File: config.mk
export PLATFORM = sky130hd
export DESIGN_NAME = caf_core
export DESIGN_NICKNAME = d
export VERILOG_FILES = /design/src/hw/caf_pkg.sv /design/src/hw/caf_core.sv
export SDC_FILE = /design/constraint.sdc
export NUM_CORES = 1
export LEC_CHECK = 0
export BUFFER_PORTS_ARGS = -buffer_cell sky130_fd_sc_hd__clkbuf_2
export CAP_MARGIN = 20
export CORE_ASPECT_RATIO = 1.75
export CORE_MARGIN = 4
export CORE_UTILIZATION = 56
export CTS_BUF_LIST = sky130_fd_sc_hd__clkbuf_4 sky130_fd_sc_hd__clkbuf_8 sky130_fd_sc_hd__clkbuf_16
export DETAILED_ROUTE_END_ITERATION = 8
export PLACE_DENSITY = 0.79
export SLEW_MARGIN = 20
export SYNTH_ARGS = -nofsm -noshare
export SYNTH_HDL_FRONTEND = slang
export SYNTH_SLANG_ARGS = --single-unit
File: constraint.sdc
create_clock -name core_clk_in -period 5.2 [get_ports core_clk_in]
set_input_delay 0.26 -clock core_clk_in [delete_from_list [all_inputs] [get_ports core_clk_in]]
set_output_delay 0.26 -clock core_clk_in [all_outputs]
set_load 0.005 [all_outputs]
File: src/hw/caf_pkg.sv
// Contract
// [RULE_01] with hold option on, bus-off sets hold flag; stays bus-off until software requests
// [RULE_02] writing one clears the hold flag; zero ignored; writes accepted any time
// [RULE_03] clearing the hold flag requests bus-off recovery
// [RULE_04] error counters read-only, valid only in sleep or init mode
// [RULE_05] software reads error counters only in sleep or init mode
// [RULE_06] every frame stored in background buffer; cpu signalled only if accepted; a rejected frame also sets IRQ_DROP, raising irq_out when enabled
// [RULE_07] rejected frame is overwritten by the next received frame
// [RULE_08] code and mask bits apply bit by bit to identifier bytes
// [RULE_09] extended frames use four byte pairs, standard frames first two
// [RULE_10] compare code bit with identifier bit, then qualify with mask bit
// [RULE_11] mask zero needs equality, mask one excludes; accept when all match
// [RULE_12] code and mask readable always, writable only in init mode
// [RULE_13] 32-bit mode standard frames need mask byte 1 and 5 low bits don't-care
// [RULE_14] 16-bit mode standard frames need odd mask bytes low bits don't-care
// [RULE_15] mode field: 00 two 32-bit, 01 four 16-bit, 10 eight 8-bit, 11 closed
// [RULE_16] hit index names filter of foreground frame, updated on each move
// [RULE_17] filters use consecutive byte groups: four, two or one bytes
// [RULE_18] several hits report the lowest-numbered filter
package caf_pkg;
  localparam logic [5:0] OFS_CODE0   = 6'h00; // code bytes at 00..1C
  localparam logic [5:0] OFS_MASK0   = 6'h20; // mask bytes at 20..3C
  localparam logic [7:0] ADR_CTRL    = 8'h40;
  localparam logic [7:0] ADR_HOLD    = 8'h44;
  localparam logic [7:0] ADR_RXERR   = 8'h48;
  localparam logic [7:0] ADR_TXERR   = 8'h4C;
  localparam logic [7:0] ADR_STAT    = 8'h50;
  localparam logic [7:0] ADR_IRQ_ST  = 8'h54;
  localparam logic [7:0] ADR_IRQ_CLR = 8'h58;
  localparam logic [7:0] ADR_IRQ_EN  = 8'h5C;
  localparam int CTRL_MODE_LSB = 0;
  localparam int CTRL_INIT_MODE_REQUEST   = 2;
  localparam int CTRL_SLEEP_REQUEST    = 3;
  localparam int CTRL_BORSEL   = 4;
  localparam int IRQ_ACCEPT    = 0;
  localparam int IRQ_DROP      = 1;
  localparam int IRQ_BUSOFF    = 2;
  localparam logic [1:0] MODE_32  = 2'h0;
  localparam logic [1:0] MODE_16  = 2'h1;
  localparam logic [1:0] MODE_8   = 2'h2;
  localparam logic [1:0] MODE_CLS = 2'h3;
  localparam logic [7:0] RST_BYTE = 8'h00;
endpackage

File: src/hw/caf_core.sv
`timescale 1ns/1ps
`default_nettype none
module caf_core (
  input  wire logic        core_clk_in,
  input  wire logic        arst_n_in,
  input  wire logic [7:0]  avs_address_in,
  input  wire logic        avs_read_in,
  input  wire logic        avs_write_in,
  input  wire logic [31:0] avs_writedata_in,
  input  wire logic [3:0]  avs_byteenable_in,
  output logic [31:0]      avs_readdata_out,
  output logic             avs_waitrequest_out,
  input  wire logic        init_mode_acknowledge_in,
  input  wire logic        sleep_acknowledge_in,
  input  wire logic        frame_valid_in,
  input  wire logic [31:0] received_identifier_bytes_in,
  input  wire logic        frame_extended_in,
  input  wire logic        fg_shift_in,
  input  wire logic        bus_off_in,
  input  wire logic [7:0]  rx_fault_count_in,
  input  wire logic [7:0]  tx_fault_count_in,
  output logic             init_mode_request_out,
  output logic             sleep_request_out,
  output logic [1:0]       filter_organization_mode_out,
  output logic             recovery_request_out,
  output logic             bus_off_hold_out,
  output logic [31:0]      bg_identifier_out,
  output logic             frame_accept_out,
  output logic [2:0]       filter_hit_index_out,
  output logic             irq_out
);
  logic [7:0]  code_q [8];
  logic [7:0]  mask_q [8];
  logic [4:0]  ctrl_q;
  logic        hold_q;
  logic [2:0]  irq_st_q;
  logic [2:0]  irq_en_q;
  logic [2:0]  hit_pend_q;
  logic [2:0]  hit_q;
  logic [31:0] bg_q;
  logic        acc_q;
  logic        busoff_q;
  logic        rec_q;
  logic        rd_ack_q;
  logic [31:0] rdata_q;
  logic        wr_en;
  logic        in_init;
  logic        in_sleep;
  logic        accept;
  logic [2:0]  hit_idx;
  logic [2:0]  ev;

  assign in_init  = ctrl_q[caf_pkg::CTRL_INIT_MODE_REQUEST] & init_mode_acknowledge_in;
  assign in_sleep = ctrl_q[caf_pkg::CTRL_SLEEP_REQUEST] & sleep_acknowledge_in;
  // writes done in one cycle; reads take a registered cycle
  assign wr_en = avs_write_in & avs_byteenable_in[0];
  assign avs_waitrequest_out = avs_read_in & ~rd_ack_q;

  // bit-by-bit match of one identifier byte under its mask
  function automatic logic byte_ok(input logic [7:0] id, input logic [7:0] c,
                                   input logic [7:0] m);
    byte_ok = &((~(id ^ c)) | m); // RULE_10 RULE_11
  endfunction

  always_comb begin
    logic [7:0] hits;
    logic [7:0] b [4];
    hits = 8'h00;
    for (int k = 0; k < 4; k++) begin
      b[k] = received_identifier_bytes_in[31-8*k -: 8]; // RULE_08
    end
    unique case (ctrl_q[1:0])
      caf_pkg::MODE_32: begin
        for (int f = 0; f < 2; f++) begin
          hits[f] = byte_ok(b[0], code_q[4*f], mask_q[4*f]) // RULE_17
                  & byte_ok(b[1], code_q[4*f+1], mask_q[4*f+1])
                  & (~frame_extended_in // RULE_09
                     | (byte_ok(b[2], code_q[4*f+2], mask_q[4*f+2])
                      & byte_ok(b[3], code_q[4*f+3], mask_q[4*f+3])));
        end
      end
      caf_pkg::MODE_16: begin
        for (int f = 0; f < 4; f++) begin
          hits[f] = byte_ok(b[0], code_q[2*f], mask_q[2*f])
                  & byte_ok(b[1], code_q[2*f+1], mask_q[2*f+1]);
        end
      end
      caf_pkg::MODE_8: begin
        for (int f = 0; f < 8; f++) begin
          hits[f] = byte_ok(b[0], code_q[f], mask_q[f]);
        end
      end
      caf_pkg::MODE_CLS: hits = 8'h00; // RULE_15
    endcase
    accept = |hits;
    hit_idx = 3'h0;
    for (int f = 7; f >= 0; f--) begin
      if (hits[f]) begin
        hit_idx = 3'(f); // RULE_18
      end
    end
  end

  // background buffer always loads; a rejected frame just waits to be overwritten
  always_ff @(posedge core_clk_in or negedge arst_n_in) begin
    if (!arst_n_in) begin
      bg_q <= 32'h0000_0000;
      acc_q <= 1'b0;
      hit_pend_q <= 3'h0;
    end else if (frame_valid_in) begin
      bg_q <= received_identifier_bytes_in; // RULE_06 RULE_07
      acc_q <= accept; // RULE_06
      hit_pend_q <= hit_idx;
    end else begin
      acc_q <= 1'b0;
    end
  end

  always_ff @(posedge core_clk_in or negedge arst_n_in) begin
    if (!arst_n_in) begin
      hit_q <= 3'h0;
    end else if (fg_shift_in) begin
      hit_q <= hit_pend_q; // RULE_16
    end
  end

  always_ff @(posedge core_clk_in or negedge arst_n_in) begin
    if (!arst_n_in) begin
      for (int i = 0; i < 8; i++) begin
        code_q[i] <= caf_pkg::RST_BYTE;
        mask_q[i] <= caf_pkg::RST_BYTE;
      end
    end else if (wr_en && in_init && avs_address_in[7:6] == 2'h0) begin
      if (avs_address_in[5]) begin // RULE_12
        mask_q[avs_address_in[4:2]] <= avs_writedata_in[7:0];
      end else begin
        code_q[avs_address_in[4:2]] <= avs_writedata_in[7:0];
      end
    end
  end

  always_ff @(posedge core_clk_in or negedge arst_n_in) begin
    if (!arst_n_in) begin
      ctrl_q <= 5'h00;
      irq_en_q <= 3'h0;
    end else if (wr_en && avs_address_in == caf_pkg::ADR_CTRL) begin
      ctrl_q <= avs_writedata_in[4:0];
    end else if (wr_en && avs_address_in == caf_pkg::ADR_IRQ_EN) begin
      irq_en_q <= avs_writedata_in[2:0];
    end
  end

  // hold flag: set wins over a same-cycle software clear
  always_ff @(posedge core_clk_in or negedge arst_n_in) begin
    if (!arst_n_in) begin
      hold_q <= 1'b0;
      busoff_q <= 1'b0;
      rec_q <= 1'b0;
    end else begin
      busoff_q <= bus_off_in;
      rec_q <= 1'b0;
      if (bus_off_in && !busoff_q && ctrl_q[caf_pkg::CTRL_BORSEL]) begin
        hold_q <= 1'b1; // RULE_01
      end else if (wr_en && avs_address_in == caf_pkg::ADR_HOLD
                   && avs_writedata_in[0] && hold_q) begin
        hold_q <= 1'b0; // RULE_02
        rec_q <= 1'b1; // RULE_03
      end
    end
  end

  // events: bus-off entry, dropped frame, accepted frame
  assign ev = {bus_off_in & ~busoff_q,
               frame_valid_in & ~accept,
               frame_valid_in & accept};

  always_ff @(posedge core_clk_in or negedge arst_n_in) begin
    if (!arst_n_in) begin
      irq_st_q <= 3'h0;
    end else if (wr_en && avs_address_in == caf_pkg::ADR_IRQ_CLR) begin
      irq_st_q <= (irq_st_q & ~avs_writedata_in[2:0]) | ev;
    end else begin
      irq_st_q <= irq_st_q | ev;
    end
  end

  always_ff @(posedge core_clk_in or negedge arst_n_in) begin
    if (!arst_n_in) begin
      rd_ack_q <= 1'b0;
      rdata_q <= 32'h0000_0000;
    end else begin
      rd_ack_q <= avs_read_in & ~rd_ack_q;
      rdata_q <= 32'h0000_0000;
      if (avs_address_in[7:6] == 2'h0) begin
        rdata_q[7:0] <= avs_address_in[5] ? mask_q[avs_address_in[4:2]]
                                          : code_q[avs_address_in[4:2]];
      end else begin
        unique case (avs_address_in)
          caf_pkg::ADR_CTRL:   rdata_q[4:0] <= ctrl_q;
          caf_pkg::ADR_HOLD:   rdata_q[0] <= hold_q;
          caf_pkg::ADR_RXERR:  rdata_q[7:0] <= (in_sleep | in_init)
                                 ? rx_fault_count_in : 8'h00; // RULE_04
          caf_pkg::ADR_TXERR:  rdata_q[7:0] <= (in_sleep | in_init)
                                 ? tx_fault_count_in : 8'h00; // RULE_04
          caf_pkg::ADR_STAT:   rdata_q[3:0] <= {init_mode_acknowledge_in,
                                                hit_q};
          caf_pkg::ADR_IRQ_ST: rdata_q[2:0] <= irq_st_q;
          caf_pkg::ADR_IRQ_EN: rdata_q[2:0] <= irq_en_q;
          default:             rdata_q <= 32'h0000_0000;
        endcase
      end
    end
  end

  assign avs_readdata_out = rdata_q;
  assign init_mode_request_out = ctrl_q[caf_pkg::CTRL_INIT_MODE_REQUEST];
  assign sleep_request_out = ctrl_q[caf_pkg::CTRL_SLEEP_REQUEST];
  assign filter_organization_mode_out = ctrl_q[1:0];
  assign recovery_request_out = rec_q;
  assign bus_off_hold_out = hold_q; // RULE_01
  assign bg_identifier_out = bg_q;
  assign frame_accept_out = acc_q;
  assign filter_hit_index_out = hit_q;
  assign irq_out = |(irq_st_q & irq_en_q);

  property p_hold_set;
    @(posedge core_clk_in) disable iff (!arst_n_in)
    (bus_off_in && !busoff_q && ctrl_q[caf_pkg::CTRL_BORSEL]) |=> hold_q;
  endproperty
  a_hold_set: assert property (p_hold_set) else $error("hold not set"); // RULE_01
  property p_hold_clr;
    @(posedge core_clk_in) disable iff (!arst_n_in)
    (wr_en && avs_address_in == caf_pkg::ADR_HOLD && avs_writedata_in[0]
     && hold_q && !(bus_off_in && !busoff_q)) |=> !hold_q && rec_q;
  endproperty
  a_hold_clr: assert property (p_hold_clr) else $error("hold not cleared"); // RULE_02
  property p_code_lock;
    @(posedge core_clk_in) disable iff (!arst_n_in)
    !in_init |=> $stable(code_q[0]) && $stable(mask_q[0]);
  endproperty
  a_code_lock: assert property (p_code_lock) else $error("filter written"); // RULE_12
  property p_closed;
    @(posedge core_clk_in) disable iff (!arst_n_in)
    (frame_valid_in && ctrl_q[1:0] == caf_pkg::MODE_CLS) |=> !acc_q;
  endproperty
  a_closed: assert property (p_closed) else $error("closed accepted"); // RULE_15
  property p_hit;
    @(posedge core_clk_in) disable iff (!arst_n_in)
    fg_shift_in |=> hit_q == $past(hit_pend_q);
  endproperty
  a_hit: assert property (p_hit) else $error("hit not updated"); // RULE_16
  property p_store;
    @(posedge core_clk_in) disable iff (!arst_n_in)
    frame_valid_in |=> bg_q == $past(received_identifier_bytes_in);
  endproperty
  a_store: assert property (p_store) else $error("frame not stored"); // RULE_06
  property p_mask_all;
    @(posedge core_clk_in) disable iff (!arst_n_in)
    (ctrl_q[1:0] == caf_pkg::MODE_8 && mask_q[0] == 8'hFF) |-> accept && hit_idx == 3'h0;
  endproperty
  a_mask_all: assert property (p_mask_all) else $error("mask ignored"); // RULE_11
  property p_err_hide;
    @(posedge core_clk_in) disable iff (!arst_n_in)
    (avs_read_in && !rd_ack_q && avs_address_in == caf_pkg::ADR_RXERR
     && !in_init && !in_sleep) |=> avs_readdata_out == 32'h0000_0000;
  endproperty
  a_err_hide: assert property (p_err_hide) else $error("count leaked"); // RULE_04
endmodule
`default_nettype wire

==> impl_metrics.toml, run 1 <==
[yosys]
postSynthAreaPerCell_sq_um = 12.73
synth_edf_count = 0
synth_area_leader_cell = "dfrtp_1"
synth_seq_cells = 190
syn_inst = 840
synth_seq_area_share = 0.4445
netlist_area_sq_um = 10700
synth_cell_type_count = 59
synth_ff_type = "dfrtp_1"
synthTopCellsByArea = "dfrtp_1 (44%), mux2_2 (18%), xnor2_1 (10%)"
ys_warn_count = 0
async_reset_ff_frac = 1.000
synth_top_area_frac = 0.4445

[timing]
slew-limit-headroom = 0.3611
fin_crit_sh = 0.4862
tns_ns = 0
finalCriticalPeriod_ns = 2.528
setup_viol = 0
hold_violations = 0
slew_violations = 0
grt_setup_unrepaired = "false"
skew_ns = 0.01095
max_freq_mhz = 395.5
worst_slew_pin_slew_ns = 0.9583

[final_layout]
layout_commonest_cell = "dfrtp_1"
final_cell_mix = "dfrtp_1 (190), mux2_2 (175), xnor2_1 (128)"
multiInputGateArea_sq_um = 5522
layout.nets = 1044
instances_no_fill = 1188
regArea_sq_um = 4755
diodes = 0
fill_cells = 1495
area_delta_synth_final_pct = 10.91
post-route-util = 0.6357
design_area_sq_um = 11860
drive_above_1_share = 0.4158

[worst_setup_path]
endpoint = "hit_pend_q[1]"
cp_max_fo = 11
cp.required_ns = 5.59
rrSetupSlack_ns = 2.67
arrival_ns = 2.92
start_kind = "flop"
worstReg2RegEnd = "hit_pend_q[1]"
worstSetupEndpointType = "flop"
crit_path_start = "ctrl_q[0]"
regToRegStartpoint = "ctrl_q[0]"
critPathKind = "flop to flop"
reg2regPathDepth = 8

[route]
ant_nets = 0
drc_errors = 0
dr.max_layer_used = "met4"
drt_iter0_markers = 650
vias = 7762
wl_per_cell_um = 27.24
wl_um = 32360
firstDrtPassIters = 5
met1_length_um = 11180
dr_wl_met3_um = 2742
via_per_inst = 6.534
wl_met2_um = 15520

[die]
die_x_um = 112.5
ios = 178
placementRows = 66
coreArea_sq_um = 18660
start_util = 0.5731
fp.dieH_um = 190.8
dieArea_sq_um = 21460

[clock_network]
post_cts_buffers = 0
htree_levels = 4
root_buffer = "clkbuf_16"
cts_buffers = 17
cts_sinks = 190
clk_path_buf_depth = 2
cts_tree = "built"
clock_latency_ns = 0.45
clk_pin_slew_worst_paths_ns = 0.07

[global_routing]
grt_max_degree = 86
grt.total_usage = 0.3059
grt_overflow = 0
grt_pass1_wl_um = 48220
antenna_found_initial = 0
grt_pass1_vias = 7995

[placement]
finalWeightedCongestion = 0.9777
hpwl_um = 23240
io_buffers = 126
place_inst = 1156
place_area_sq_um = 11290

[power]
sequentialPowerShare = 0.488
power.total_mw = 3.133
ir_worst_vdd_mv = 0.2857
power.switching_mw = 0.7982
swShare = 0.2548
pwr-share-comb = 0.109
power_density_nw_per_um2 = 264.1
power_leakage_nw = 5.288
intPower_mw = 2.335
power.clock.fraction = 0.403

[outcome]
status = "finished clean"

[job]
drv_cap = 0

[hold_path]
hold_path_class = "input port to flop"
[cell usage after synthesis (all sizes together), types with 4 or more instances]
cell	n
nand2	27
inv	11
mux2	175
a21oi	12
a22o	4
mux2i	7
nor4	12
nor2	21
o22ai	60
clkbuf	13
nand3	10
buf	61
o2111ai	4
o21ai	5
mux4	40
dfrtp	190
nor3	9
nand2b	9
nor2b	4
xnor2	128
[final cells by class]
cell class	count	share of cell area
clock buffers	21	0.03944
clock inverters	9	0.007488
inverters	11	0.003480
multi-input cells	587	0.4654
flip-flops and latches	190	0.4008
well taps	238	0.02510
repair buffers	132	0.05832
[worst min path at each step]
stage | from | to | slack (ns) | depth (start not counted)
after detailed placement | arst_n_in | mask_q[18] | 0.35 | 1
after global placement | arst_n_in | mask_q[18] | 0.34 | 1
final | avs_read_in | rd_ack_q | 0.05 | 2
after floorplan | arst_n_in | avs_readdata_out[0] | -0.04 | 0
after global routing | avs_read_in | rd_ack_q | 0.06 | 2
after CTS | avs_read_in | rd_ack_q | 0.04 | 2
[state kept, by name (all words and copies together) (netlist names), 5 cells and up]
register and count:
code_q 64, mask_q 64, bg_identifier_out 32, avs_readdata_out 8, ctrl_q 5
[through the flow]
stage          setup slack, ns  hold slack [ns]
3_3_place_gp             2.628           0.3450
2_1_floorplan            3.204         -0.03559
3_5_place_dp             2.613           0.3543
5_1_grt                  2.571          0.06024
6_report                 2.672          0.05201
4_1_cts                  2.658          0.03714
[what timing repair did]
item                      4_1_cts  5_1_grt
hold endpoints to repair       84        0
resized for setup               0        0
hold buffers                    2        0
[logic make-up (layout without fill, tap and decap cells)]
logic type / Yosys count / in the layout / synth area share
buf+inv: 86 / 173 / 0.04737
mux: 222 / 222 / 0.2750
simple gates: 105 / 105 / 0.05872
fa+ha+maj: 3 / 3 / 0.003510
other cells: 1 / 24 / 0.0003506
flops: 190 / 190 / 0.4445
xor+xnor: 128 / 128 / 0.1048
compound gates: 105 / 105 / 0.06574
[critical path, stage by stage (launching register included)]
cell and delay (ns):
dfrtp_1 0.43, inv_1 0.08, ha_1 0.37, o32ai_1 0.45, nor3_1 0.12, and3_1 0.23, and2b_2 0.21, a211oi_1 0.36
a22o_1 0.20
[routing by layer]
layer / global-route usage / vias up
met1: 0.3526 / 3866
met4: 0.2267 / 0
met2: 0.5032 / 509
li1: - / 3217
met5: 0 / -
met3: 0.05811 / 170
[power groups by stage]
stage	Clock (mW)	Sequential, mW	Combinational, mW
floorplan	0	1.56	0.201
global placement	0	1.55	0.331
detailed placement	0	1.56	0.337
CTS	1.28	1.53	0.340
global route	1.34	1.53	0.363
finish	1.26	1.53	0.341
Note: power is estimated with default switching activity, not from simulation.
==> run 2: changes to the inputs <==
--- a/config.mk
+++ b/config.mk
@@ -9,10 +9,10 @@
 export CAP_MARGIN = 20
 export CORE_ASPECT_RATIO = 1.75
 export CORE_MARGIN = 4
-export CORE_UTILIZATION = 56
+export CORE_UTILIZATION = 52
 export CTS_BUF_LIST = sky130_fd_sc_hd__clkbuf_4 sky130_fd_sc_hd__clkbuf_8 sky130_fd_sc_hd__clkbuf_16
 export DETAILED_ROUTE_END_ITERATION = 8
-export PLACE_DENSITY = 0.79
+export PLACE_DENSITY = 0.77
 export SLEW_MARGIN = 20
 export SYNTH_ARGS = -nofsm -noshare
 export SYNTH_HDL_FRONTEND = slang
==> constraint.sdc (replaced) <==
create_clock -name core_clk_in -period 2.04 [get_ports core_clk_in]
set_input_delay 0.102 -clock core_clk_in [delete_from_list [all_inputs] [get_ports core_clk_in]]
set_output_delay 0.102 -clock core_clk_in [all_outputs]
set_load 0.005 [all_outputs]
==> run 2 against run 1 <==
Against the previous run:
- worst hold slack worse by 0.041 ns
- sequential cell count unchanged
- maximum frequency increased by 25%
- sequential share of layout area fell by 4.2 points
- register-to-register slack worse by 2.7 ns
- power grew to 2.6 times the previous value
- clock power grew to 2.6 times the previous value
- largest cell class unchanged
- largest power group unchanged
==> impl_metrics.toml, run 2 (synthesis gave the netlist of run 1 again) <==
[worst_setup_path]
cp_slowest_cell = "dfrtp_1"
crit_path_max_incr_delay_ns = 0.41
cp_cell_sequence = "xnor2_1 -> o22ai_1 -> nor4_2 -> buf_4 -> o2111ai_4 -> o211ai_4 -> nor2_2 -> a22o_2"
worstSetupEndpointType = "flop"
rrSetupSlack_ns = 0.02
arrival_ns = 2.37
regToRegStartpoint = "code_q[2]"
start_kind = "flop"
reg2regPathDepth = 8
worstReg2RegEnd = "irq_st_q[1]"
critPathKind = "flop to flop"
cp_max_fo = 4
cp.required_ns = 2.39

[timing]
slew-limit-headroom = 0.6040
fin_crit_sh = 0.9908
finalCriticalPeriod_ns = 2.021
max_freq_mhz = 494.7
setup_viol = 0
worst_slew_pin_slew_ns = 0.5939
slew_violations = 0
tns_ns = 0
whs_ns = 0.01083
skew_ns = 0.01634
worst_slack_ns = 0.01874
hold_violations = 0
grt_setup_unrepaired = "true"

[die]
dieArea_sq_um = 23020
ios = 178
coreArea_sq_um = 20290
placementRows = 69
fp.dieH_um = 197.7
die_x_um = 116.4
start_util = 0.5272

[global_routing]
antenna_found_initial = 0
grt_max_degree = 65
grt_pass1_wl_um = 52310
grt_pass1_vias = 8574
grt_overflow = 0
grt.total_usage = 0.3149

[clock_network]
clk_pin_slew_worst_paths_ns = 0.08
cts_buffers = 17
cts_tree = "built"
htree_levels = 4
clk_path_buf_depth = 2
cts_sinks = 190
clock_latency_ns = 0.46
root_buffer = "clkbuf_16"

[route]
drt_iter0_markers = 659
wl_per_cell_um = 26.78
drc_errors = 0
ant_nets = 0
wl_um = 35240
vias = 8273
via_per_inst = 6.286
firstDrtPassIters = 5

[outcome]
status = "finished clean"

[final_layout]
regArea_sq_um = 4768
diodes = 0
layout_commonest_cell = "dfrtp_1"
final_cell_mix = "dfrtp_1 (179), mux2_2 (175), clkbuf_2 (124)"
multiInputGateArea_sq_um = 5829
fill_cells = 1519
layout.nets = 1160
drive_above_1_share = 0.5094
area_delta_synth_final_pct = 24.20
post-route-util = 0.6548

[hold_path]
hold_path_class = "input port to flop"
min_from = "avs_writedata_in[0]"
hold_path_end = "recovery_request_out"
whs_path_depth = 3

[placement]
hpwl_um = 26010
dp_slack_ns = -0.1411
finalWeightedCongestion = 1.038
io_buffers = 126

[power]
power_density_nw_per_um2 = 622.3
power_leakage_nw = 6.031
ir_worst_vdd_mv = 0.7015

[job]
drv_cap = 0
run 2: cell count changes in the layout (fill, tap and decap cells not counted), sizes merged:
cell | before | now
buf | 5 | 101
clkinv | 4 | 6
clkinvlp | 3 | 2
dlygate4sd3 | 2 | 22
inv | 12 | 13
run 2: routing by layer:
metal	vias up	routed length, um	GRT usage
met4	0	3025	0.2267
met1	4135	12280	0.3667
met2	504	17310	0.5168
li1	3485	-	-
met5	-	0	0
met3	149	2629	0.05229
run 2: layout make-up:
class	instances	area share
clock buffer	21	0.03569
inverter	11	0.003108
multi-input combinational	587	0.4388
sequential	190	0.3589
tap	248	0.02336
clock inverter	11	0.008099
timing repair buffer	248	0.1320
run 2: stage by stage:
stage / instances / instance area, sq um / power, mW
after floorplan: 863 / 10780 / 4.477
after global placement: 1253 / 12090 / 4.916
after detailed placement: 1253 / 12090 / 4.928
after CTS: 1310 / 13000 / 8.279
after global routing: 1316 / 13290 / 8.537
final: 1316 / 13290 / 8.267
run 2: worst max path at each step:
stage | startpoint | endpoint | slack, ns | cells past startpoint
after floorplan | ctrl_q[0] | irq_st_q[1] | 0.04 | 9
after global placement | code_q[2] | frame_accept_out | -0.19 | 9
after detailed placement | code_q[2] | frame_accept_out | -0.14 | 9
after CTS | code_q[5] | irq_st_q[1] | 0.002 | 7
after global routing | code_q[39] | irq_st_q[1] | -0.04 | 8
final | code_q[2] | irq_st_q[1] | 0.02 | 8
run 2: repair_timing:
| action | in CTS | in global routing |
|---|---|---|
| buffers inserted | 3 | 6 |
| resized for setup | 17 | 46 |
| endpoints found under the hold margin | 179 | 0 |
| setup endpoints to repair | 6 | 7 |
| hold buffers | 22 | 0 |
| pin swaps | 4 | 24 |
run 2: power by group:
group	switching, mW	internal [mW]	total (mW)
clock	1.52	1.80	3.32
sequential	0.0490	3.85	3.89
combinational	0.586	0.462	1.05
total	2.16	6.11	8.27
run 2: worst max-delay path: cells and delay by family (launching register included):
| family | cells | cell delay [ns] |
|---|---|---|
| buffers and inverters | 1 | 0.17 |
| AND/OR/NAND/NOR | 2 | 0.39 |
| flip-flops | 1 | 0.41 |
| XOR/XNOR | 1 | 0.25 |
| AO/OA/AOI/OAI | 4 | 0.68 |
